File: src/verilog/ldo_pkg.sv
// constants, register layouts and types for the regulator control bank
`default_nettype none
package ldo_pkg;

	// ****************************************************************
	// register indices (byte address is four times the index)
	// ****************************************************************
	localparam logic [15:0] IDX_A_ON_CTRL    = 16'h406F;
	localparam logic [15:0] IDX_A_SLEEP_CTRL = 16'h4070;
	localparam logic [15:0] IDX_B_CTRL       = 16'h4071;
	localparam logic [15:0] IDX_B_ON_CTRL    = 16'h4072;
	localparam logic [15:0] IDX_B_SLEEP_CTRL = 16'h4073;
	localparam logic [15:0] IDX_IRQ_STATUS   = 16'h4080;
	localparam logic [15:0] IDX_IRQ_ENABLE   = 16'h4081;
	localparam int          ADDR_W           = 18;

	// ****************************************************************
	// field layouts
	// ****************************************************************
	typedef struct packed {
		logic [2:0] slot;
		logic [3:0] rsv_hi;
		logic       lowpower;
		logic [2:0] rsv_lo;
		logic [4:0] volt_code;
	} ldo_slot_ctrl_type;

	typedef struct packed {
		logic [1:0] undervolt_action;
		logic       rsv_13;
		logic [1:0] hwctl_source;
		logic       hwctl_volt_sel;
		logic [1:0] hwctl_opmode;
		logic       float_when_off;
		logic       switch_mode;
		logic [4:0] rsv_lo;
		logic       lowpower_variant;
	} ldo_b_ctrl_type;

	// bits that software may store; the rest read as zero
	localparam logic [15:0] SLOT_CTRL_WMASK = 16'hE11F;
	localparam logic [15:0] B_CTRL_WMASK    = 16'hDFC1;

	// ****************************************************************
	// values after reset
	// ****************************************************************
	localparam logic [15:0] RST_A_ON_CTRL    = 16'h0000;
	localparam logic [15:0] RST_A_SLEEP_CTRL = 16'h0100;
	localparam logic [15:0] RST_B_CTRL       = 16'h0200;
	localparam logic [15:0] RST_B_ON_CTRL    = 16'h0000;
	localparam logic [15:0] RST_B_SLEEP_CTRL = 16'h0100;
	localparam logic [1:0]  RST_IRQ          = 2'h0;

	// ****************************************************************
	// encodings
	// ****************************************************************
	localparam logic [2:0] ON_SLOT_OFF  = 3'h0;
	localparam logic [2:0] ON_SLOT_HW1  = 3'h6;
	localparam logic [2:0] ON_SLOT_HW2  = 3'h7;
	localparam logic [2:0] SLP_DIS_LO   = 3'h1;
	localparam logic [2:0] SLP_DIS_HI   = 3'h5;
	localparam logic [1:0] UV_SHUT_REG  = 2'h1;
	localparam logic [1:0] UV_SHUT_SYS  = 2'h2;
	localparam logic [1:0] HW_SRC_1     = 2'h1;
	localparam logic [1:0] HW_SRC_2     = 2'h2;
	localparam logic [1:0] HW_SRC_EITHER = 2'h3;
	localparam logic [1:0] HW_MODE_OFF  = 2'h1;
	localparam logic [1:0] HW_MODE_ON   = 2'h3;
	localparam int         IRQ_UV_B     = 0;
	localparam int         IRQ_SLEEP_A  = 1;
	localparam int         IRQ_W        = 2;

	// ****************************************************************
	// voltage code scale in millivolts, millivolt width and synchroniser depth
	// ****************************************************************
	localparam logic [4:0] VCODE_SPLIT = 5'h0F;
	localparam int         VLO_BASE_MV = 900;
	localparam int         VLO_STEP_MV = 50;
	localparam int         VHI_BASE_MV = 1700;
	localparam int         VHI_STEP_MV = 100;
	localparam int         MV_W        = 12;
	localparam int         SYNC_STAGES = 3;

endpackage
`default_nettype wire

File: src/verilog/ldo_volt_decode.sv
// voltage select code to output millivolts
`timescale 1ns/1ps
`default_nettype none

module ldo_volt_decode (
	input  wire logic [4:0]                code,
	output logic      [ldo_pkg::MV_W-1:0] millivolts
);
	import ldo_pkg::*;

	// ****************************************************************
	// two linear segments
	// ****************************************************************
	always_comb begin
		if (code < VCODE_SPLIT) begin
			millivolts = MV_W'(VLO_BASE_MV + VLO_STEP_MV * int'(code));
		end else begin
			millivolts = MV_W'(VHI_BASE_MV + VHI_STEP_MV * (int'(code) - int'(VCODE_SPLIT)));
		end
	end

endmodule
`default_nettype wire

File: src/verilog/ldo_regs.sv
// apb register bank and output logic for two linear regulators
`timescale 1ns/1ps
`default_nettype none

module ldo_regs (
	input  wire logic                        pclk,
	input  wire logic                        presetn,
	input  wire logic                        ce,
	input  wire logic [ldo_pkg::ADDR_W-1:0]  paddr,
	input  wire logic                        psel,
	input  wire logic                        penable,
	input  wire logic                        pwrite,
	input  wire logic [31:0]                 pwdata,
	output logic      [31:0]                 prdata,
	output logic                             pready,
	output logic                             pslverr,
	input  wire logic                        hw_enable_1,
	input  wire logic                        hw_enable_2,
	input  wire logic                        reg_b_undervolt,
	input  wire logic                        sleep_entry,
	input  wire logic [2:0]                  sleep_timeslot,
	output logic                             reg_a_en,
	output logic                             reg_a_lowpower,
	output logic      [ldo_pkg::MV_W-1:0]    reg_a_volt_mv,
	output logic                             reg_b_en,
	output logic                             reg_b_lowpower,
	output logic                             reg_b_lp_min_quiescent,
	output logic                             reg_b_discharge,
	output logic                             reg_b_switch_mode,
	output logic      [ldo_pkg::MV_W-1:0]    reg_b_volt_mv,
	output logic                             sys_reset_req,
	output logic                             irq
);
	import ldo_pkg::*;

	// ****************************************************************
	// decode helpers
	// ****************************************************************
	function automatic logic hits(input logic [ADDR_W-1:0] a, input logic [15:0] idx);
		hits = (a[1:0] == 2'h0) && (a[ADDR_W-1:2] == idx);
	endfunction

	// sleep slot code to the timeslot in which it acts
	function automatic logic [2:0] sleep_slot_of(input logic [2:0] code);
		case (code)
			3'h0: sleep_slot_of = 3'h5;
			3'h1: sleep_slot_of = 3'h5;
			3'h2: sleep_slot_of = 3'h4;
			3'h3: sleep_slot_of = 3'h3;
			3'h4: sleep_slot_of = 3'h2;
			3'h5: sleep_slot_of = 3'h1;
			3'h6: sleep_slot_of = 3'h3;
			default: sleep_slot_of = 3'h1;
		endcase
	endfunction

	function automatic logic on_pin_level(input logic [2:0] slot, input logic p1, input logic p2);
		case (slot)
			ON_SLOT_OFF: on_pin_level = 1'b0;
			ON_SLOT_HW1: on_pin_level = p1;
			ON_SLOT_HW2: on_pin_level = p2;
			default:     on_pin_level = 1'b1;
		endcase
	endfunction

	// ****************************************************************
	// storage
	// ****************************************************************
	ldo_slot_ctrl_type a_on;
	ldo_slot_ctrl_type a_sleep;
	ldo_b_ctrl_type    b_ctrl;
	ldo_slot_ctrl_type b_on;
	ldo_slot_ctrl_type b_sleep;
	logic [IRQ_W-1:0]  irq_status;
	logic [IRQ_W-1:0]  irq_enable;

	logic              setup;
	logic              access;
	logic              wr_done;
	logic              rd_done;
	logic [15:0]       wdata16;
	logic [15:0]       next_rdata;
	logic              next_err;

	assign setup   = ce && psel && !penable;
	assign access  = ce && psel && penable;
	assign pready  = ce;
	assign wr_done = access && pwrite && !pslverr;
	assign rd_done = access && !pwrite && !pslverr;
	assign wdata16 = pwdata[15:0];

	always_comb begin
		next_rdata = 16'h0000;
		next_err   = 1'b0;
		if (hits(paddr, IDX_A_ON_CTRL)) begin
			next_rdata = a_on;
		end else if (hits(paddr, IDX_A_SLEEP_CTRL)) begin
			next_rdata = a_sleep;
		end else if (hits(paddr, IDX_B_CTRL)) begin
			next_rdata = b_ctrl;
		end else if (hits(paddr, IDX_B_ON_CTRL)) begin
			next_rdata = b_on;
		end else if (hits(paddr, IDX_B_SLEEP_CTRL)) begin
			next_rdata = b_sleep;
		end else if (hits(paddr, IDX_IRQ_STATUS)) begin
			next_rdata = {14'h0000, irq_status};
		end else if (hits(paddr, IDX_IRQ_ENABLE)) begin
			next_rdata = {14'h0000, irq_enable};
		end else begin
			next_err = 1'b1;
		end
	end

	// ****************************************************************
	// apb answer, captured in the setup cycle so data leaves a flop
	// ****************************************************************
	always_ff @(posedge pclk or negedge presetn) begin
		if (!presetn) begin
			prdata  <= 32'h0000_0000;
			pslverr <= 1'b0;
		end else if (setup) begin
			prdata  <= pwrite ? 32'h0000_0000 : {16'h0000, next_rdata};
			pslverr <= next_err;
		end
	end

	// ****************************************************************
	// control registers
	// ****************************************************************
	always_ff @(posedge pclk or negedge presetn) begin
		if (!presetn) begin
			a_on    <= RST_A_ON_CTRL;
			a_sleep <= RST_A_SLEEP_CTRL;
			b_ctrl  <= RST_B_CTRL;
			b_on    <= RST_B_ON_CTRL;
			b_sleep <= RST_B_SLEEP_CTRL;
		end else if (wr_done) begin
			if (hits(paddr, IDX_A_ON_CTRL)) begin
				a_on <= wdata16 & SLOT_CTRL_WMASK;
			end
			if (hits(paddr, IDX_A_SLEEP_CTRL)) begin
				a_sleep <= wdata16 & SLOT_CTRL_WMASK;
			end
			if (hits(paddr, IDX_B_CTRL)) begin
				b_ctrl <= wdata16 & B_CTRL_WMASK;
			end
			if (hits(paddr, IDX_B_ON_CTRL)) begin
				b_on <= wdata16 & SLOT_CTRL_WMASK;
			end
			if (hits(paddr, IDX_B_SLEEP_CTRL)) begin
				b_sleep <= wdata16 & SLOT_CTRL_WMASK;
			end
		end
	end

	always_ff @(posedge pclk or negedge presetn) begin
		if (!presetn) begin
			irq_enable <= RST_IRQ;
		end else if (wr_done && hits(paddr, IDX_IRQ_ENABLE)) begin
			irq_enable <= wdata16[IRQ_W-1:0];
		end
	end

	// ****************************************************************
	// pin synchronisers, accepted once stages two and three agree
	// ****************************************************************
	localparam int NPIN = 3;
	logic [NPIN-1:0] pin_raw;
	logic [NPIN-1:0] pin_ok;
	assign pin_raw = {reg_b_undervolt, hw_enable_2, hw_enable_1};

	generate
		for (genvar i = 0; i < NPIN; i++) begin : g_sync
			logic [SYNC_STAGES-1:0] stage;
			always_ff @(posedge pclk or negedge presetn) begin
				if (!presetn) begin
					stage     <= '0;
					pin_ok[i] <= 1'b0;
				end else if (ce) begin
					stage <= {stage[SYNC_STAGES-2:0], pin_raw[i]};
					if (stage[1] == stage[2]) begin
						pin_ok[i] <= stage[2];
					end
				end
			end
		end
	endgenerate

	logic hw1;
	logic hw2;
	logic uv_level;
	logic uv_prev;
	logic uv_event;
	assign hw1      = pin_ok[0];
	assign hw2      = pin_ok[1];
	assign uv_level = pin_ok[2];
	assign uv_event = uv_level && !uv_prev;

	// ****************************************************************
	// regulator a sleep sequencing
	// ****************************************************************
	logic a_hw_assigned;
	logic a_disable;
	logic a_hit;
	logic a_hit_prev;
	assign a_hw_assigned = (a_on.slot == ON_SLOT_HW1) || (a_on.slot == ON_SLOT_HW2);
	// disable codes become plain transitions under a hardware enable
	assign a_disable = (a_sleep.slot >= SLP_DIS_LO) && (a_sleep.slot <= SLP_DIS_HI)
		&& !a_hw_assigned;

	// once reached, the sleep condition holds until sleep is left
	always_ff @(posedge pclk or negedge presetn) begin
		if (!presetn) begin
			a_hit      <= 1'b0;
			a_hit_prev <= 1'b0;
		end else if (ce) begin
			a_hit_prev <= a_hit;
			if (!sleep_entry) begin
				a_hit <= 1'b0;
			end else if (sleep_timeslot == sleep_slot_of(a_sleep.slot)) begin
				a_hit <= 1'b1;
			end
		end
	end

	// ****************************************************************
	// regulator b undervoltage handling
	// ****************************************************************
	logic b_shut;
	always_ff @(posedge pclk or negedge presetn) begin
		if (!presetn) begin
			uv_prev       <= 1'b0;
			b_shut        <= 1'b0;
			sys_reset_req <= 1'b0;
		end else if (ce) begin
			uv_prev       <= uv_level;
			sys_reset_req <= uv_event && (b_ctrl.undervolt_action == UV_SHUT_SYS);
			if (uv_event && (b_ctrl.undervolt_action == UV_SHUT_REG)) begin
				b_shut <= 1'b1;
			end else if (wr_done && hits(paddr, IDX_B_ON_CTRL)) begin
				b_shut <= 1'b0;
			end
		end
	end

	// ****************************************************************
	// interrupt status: read clears, a new event wins
	// ****************************************************************
	logic [IRQ_W-1:0] irq_set;
	logic             status_rd;
	assign irq_set[IRQ_UV_B]    = uv_event;
	assign irq_set[IRQ_SLEEP_A] = a_hit && !a_hit_prev;
	assign status_rd            = rd_done && hits(paddr, IDX_IRQ_STATUS);

	always_ff @(posedge pclk or negedge presetn) begin
		if (!presetn) begin
			irq_status <= RST_IRQ;
		end else if (ce) begin
			// clear only the bits the reader was shown; later events survive
			irq_status <= (status_rd ? irq_status & ~prdata[IRQ_W-1:0] : irq_status) | irq_set;
		end
	end

	assign irq = |(irq_status & irq_enable);

	// ****************************************************************
	// regulator output selection
	// ****************************************************************
	logic       b_hw_asserted;
	logic       next_a_en;
	logic       next_a_lp;
	logic [4:0] next_a_code;
	logic       next_b_en;
	logic       next_b_lp;
	logic [4:0] next_b_code;
	logic [MV_W-1:0] a_mv;
	logic [MV_W-1:0] b_mv;

	always_comb begin
		case (b_ctrl.hwctl_source)
			HW_SRC_1:      b_hw_asserted = hw1;
			HW_SRC_2:      b_hw_asserted = hw2;
			HW_SRC_EITHER: b_hw_asserted = hw1 || hw2;
			default:       b_hw_asserted = 1'b0;
		endcase
	end

	always_comb begin
		next_a_en   = on_pin_level(a_on.slot, hw1, hw2);
		next_a_lp   = a_on.lowpower;
		next_a_code = a_on.volt_code;
		if (a_hit) begin
			if (a_disable) begin
				next_a_en = 1'b0;
			end else begin
				next_a_lp   = a_sleep.lowpower;
				next_a_code = a_sleep.volt_code;
			end
		end
	end

	always_comb begin
		next_b_en   = on_pin_level(b_on.slot, hw1, hw2) && !b_shut;
		next_b_lp   = b_on.lowpower;
		next_b_code = b_on.volt_code;
		if (b_hw_asserted) begin
			next_b_code = b_ctrl.hwctl_volt_sel ? b_sleep.volt_code : b_on.volt_code;
			case (b_ctrl.hwctl_opmode)
				HW_MODE_OFF: next_b_en = 1'b0;
				HW_MODE_ON:  next_b_lp = b_on.lowpower;
				default:     next_b_lp = 1'b1;
			endcase
		end
	end

	ldo_volt_decode u_a_volt (
		.code       (next_a_code),
		.millivolts (a_mv)
	);

	ldo_volt_decode u_b_volt (
		.code       (next_b_code),
		.millivolts (b_mv)
	);

	always_ff @(posedge pclk or negedge presetn) begin
		if (!presetn) begin
			reg_a_en               <= 1'b0;
			reg_a_lowpower         <= 1'b0;
			reg_a_volt_mv          <= '0;
			reg_b_en               <= 1'b0;
			reg_b_lowpower         <= 1'b0;
			reg_b_lp_min_quiescent <= 1'b0;
			reg_b_discharge        <= 1'b0;
			reg_b_switch_mode      <= 1'b0;
			reg_b_volt_mv          <= '0;
		end else if (ce) begin
			reg_a_en               <= next_a_en;
			reg_a_lowpower         <= next_a_lp;
			reg_a_volt_mv          <= a_mv;
			reg_b_en               <= next_b_en;
			reg_b_lowpower         <= next_b_lp;
			reg_b_lp_min_quiescent <= next_b_lp && b_ctrl.lowpower_variant;
			reg_b_discharge        <= !next_b_en && !b_ctrl.float_when_off;
			reg_b_switch_mode      <= b_ctrl.switch_mode;
			reg_b_volt_mv          <= b_mv;
		end
	end
endmodule
`default_nettype wire

File: config.mk
export PLATFORM = sky130hd
export DESIGN_NAME = ldo_regs
export DESIGN_NICKNAME = d
export VERILOG_FILES = /design/src/verilog/ldo_pkg.sv /design/src/verilog/ldo_volt_decode.sv /design/src/verilog/ldo_regs.sv
export SDC_FILE = /design/constraint.sdc
export NUM_CORES = 1
export LEC_CHECK = 0
export BUFFER_PORTS_ARGS = -buffer_cell sky130_fd_sc_hd__buf_4
export CORE_UTILIZATION = 50
export DETAILED_ROUTE_END_ITERATION = 8
export PLACE_DENSITY = 0.82
export SLEW_MARGIN = 0
export SYNTH_ARGS = -nofsm -noshare
export SYNTH_HDL_FRONTEND = slang
export SYNTH_HIERARCHICAL = 1
export SYNTH_SLANG_ARGS = --single-unit
export TNS_END_PERCENT = 1
File: constraint.sdc
create_clock -name pclk -period 4.8 [get_ports pclk]
set_input_delay 0.96 -clock pclk [delete_from_list [all_inputs] [get_ports pclk]]
set_output_delay 0.96 -clock pclk [all_outputs]
set_load 0.1 [all_outputs]
==> reports/metrics.csv <==
metric,value,unit
ys.flop_type,dfrtp_1,
clk_path_buf_depth,2,
utilization,64.83,%
die_h,127.3,um
final_antenna_net_count,0,
power.density,265.8,mW/mm^2
worstPathCellList,"a221o_1, nand2_4, buf_6, mux2_4, inv_4, buf_4, xnor2_2, inv_2, fa_1, inv_1, ha_4, fa_1, ha_4, ha_4, xor2_2, nor2_2, nand2_1, xnor2_1, a22o_1, mux2_2",
yosysWarnings,6,
final.period_utilization,98.07,%
crit_family,adder cells,
yosysMostFrequentCell,dfrtp_1,
hp-class,register to register,
worst-path-buf-inv,5,
pwr-share-clk,51.3,%
grtUsageTotal,23.35,%
cts_buffers,17,
antennaDiodeCount,0,
dpl.hpwl,13070,um
synth_seq_cells,114,
via_count,6236,
maxSlewHeadroom,41.93,%
worstMarginPinSlew,0.8710,ns
clock_latency,0.41,ns
cp-end-kind,register,
fin_crit,4.708,ns
stdcell_area,0.009892,sq mm
drtIter0Drc,394,
vias_per_cell,5.588,
ys_top_cells_by_area,"dfrtp_1 35%, mux2_2 14%, ha_1 11%",
netlist_top_cells_count,"111 x dfrtp_1, 96 x mux2_2, 67 x ha_1, 55 x inv_1, 40 x nand2_1",
design.core.area,0.01526,sq mm
start_util,51.42,%
dieWidth,127.3,um
drt-pass1-iter-count,4,
synth.cell_area,0.007846,sq mm
routabilityCongestion,0.8760,
synth_edf_count,0,
cts.hold.buffers_added,0,
crit_fanout,6,
comb_power_share,10.2,%
outcome,"complete, no violations",
grt_max_degree,68,
worstPathArrival,5.00,ns
yosys.area.top_type,dfrtp_1,
maxSlewViolCount,0,
grt_pass1_wl,29800,um
final_cells,1116,
fmax,212.4,MHz
holdWs,0.4478,ns
worstPathRequired,5.09,ns
ios,130,
seqPwrFrac,38.5,%
drc,0,
hold_violations,0,
area_growth,26.07,%
cts_tree,built,
placed_cell_area,0.008951,sq mm
final.setup_skew,0.009464,ns
fillers,1118,
netlist_instances,755,
placed_cells,1071,
yosysUniqueCellTypes,75,
rows,45,
dieArea,0.01620,sq mm
synth_seq_area_share,36.41,%
drt-total-wl,18890,um
root_buffer,clkbuf_16,
gr-total-overflow,0,
maxCapViolCount,0,
timing.critical_path.mode_cell,ha_4,
synth_top_area_share,35.40,%
ir_drop,0.2272,mV
finalSetupViolCount,0,
antenna_found_initial,0,
drive_above_1_share,36.57,%
htree_levels,4,
grt_pass1_vias,5946,
ys_async_sr_fraction,100.0,%
layout.nets,1032,
wl_per_cell,16.92,um
path_clk_slew,0.06,ns
switching_power,0.0006829,W
internal_power,0.001946,W
slowest_stage,fa_1,
syn_area_per_cell,10.39,sq um
swShare,25.98,%
port-buffer-count,95,
power_leakage,4.872,nW
cts_sinks,114,
criticalPathCategory,register to register,
start_kind,register,
slowest_delay,0.61,ns
==> state kept, by name, indices dropped and copies added, names as in the netlist, 2 cells and up <==
| register | cells |
|---|---|
| b_ctrl | 10 |
| a_sleep | 9 |
| g_sync.stage | 9 |
| irq_enable | 2 |
| irq_status | 2 |
| prdata | 15 |
| reg_b_volt_mv | 12 |
| b_sleep | 9 |
| reg_a_volt_mv | 12 |
| a_on | 9 |
| b_on | 9 |
==> cell families after synthesis <==
group	count (synthesis)	synth area share (%)
buf+inv	103	6.107
other cells	3	0.1435
flops	114	36.41
xor+xnor	55	6.139
compound gates	133	10.67
fa+ha+maj	78	13.36
simple gates	158	11.45
mux	111	15.72
==> layout make-up <==
type / count / area (sq um) / area share, %
multi-input cells: 554 / 4808 / 48.61
flip-flops and latches: 114 / 2856 / 28.88
repair buffers: 148 / 1115 / 11.27
clock buffers: 18 / 429.2 / 4.338
well taps: 211 / 264.0 / 2.669
inverters: 57 / 216.5 / 2.188
clock inverters: 14 / 202.7 / 2.049
==> metrics by stage <==
| stage | setup TNS (ns) | power, W | worst slack (ns) |
|---|---|---|---|
| after global placement | 0 | 0.001283 | 0.02786 |
| after global routing | -0.03712 | 0.002702 | -0.02855 |
| after CTS | 0 | 0.002632 | 0.004954 |
| after floorplan | 0 | 0.001206 | 0.007834 |
| final | 0 | 0.002629 | 0.09246 |
| after detailed placement | -0.2179 | 0.001289 | -0.08111 |
==> repair_timing <==
| item | in CTS | in global routing |
|---|---|---|
| resized for setup | 9 | 29 |
| pin swaps | 3 | 12 |
| buffers inserted | 3 | 10 |
| endpoints found under the setup margin | 3 | 6 |
==> path summary, 6_finish.rpt <==
kind	slack, ns	end	startpoint	cells after the start
setup / recovery	0.09	reg_a_volt_mv[11]	a_sleep[14]	20
hold / removal	0.45	irq_status[1]	a_hit_prev	1
setup reg to reg	0.09	reg_a_volt_mv[11]	a_sleep[14]	20
hold reg to reg	0.45	irq_status[1]	a_hit_prev	1
max in group asynchronous	3.21	a_sleep[8]	presetn	2
min in group asynchronous	0.64	reg_b_volt_mv[0]	presetn	1
==> metal layers <==
| layer | global-route usage, % | vias to the layer above | wire length, um |
|---|---|---|---|
| li1 | - | 2900 | - |
| met1 | 30.43 | 3064 | 8052 |
| met2 | 39.18 | 237 | 9278 |
| met3 | 4.313 | 35 | 1191 |
| met4 | 7.703 | 0 | 366 |
| met5 | 0 | - | 0 |
==> power by group through the flow <==
| stage | Sequential [W] | Combinational (W) | Clock (W) |
|---|---|---|---|
| floorplan | 0.00106 | 0.000147 | 0 |
| global placement | 0.00103 | 0.000258 | 0 |
| detailed placement | 0.00103 | 0.000263 | 0 |
| CTS | 0.00101 | 0.000267 | 0.00135 |
| global route | 0.00101 | 0.000284 | 0.00140 |
| finish | 0.00101 | 0.000269 | 0.00135 |
==> cell usage in the layout, fill, tap and decap left out, types with 14 or more instances in the layout <==
cell	count
o21ai_0	27
clkbuf_16	17
xor2_1	14
ha_1	57
mux2_2	87
dfrtp_1	111
nand2_1	34
nor2_1	32
inv_1	53
conb_1	19
buf_4	147
xnor2_1	36
a21oi_1	34
Power figures use the tool's default switching activity.
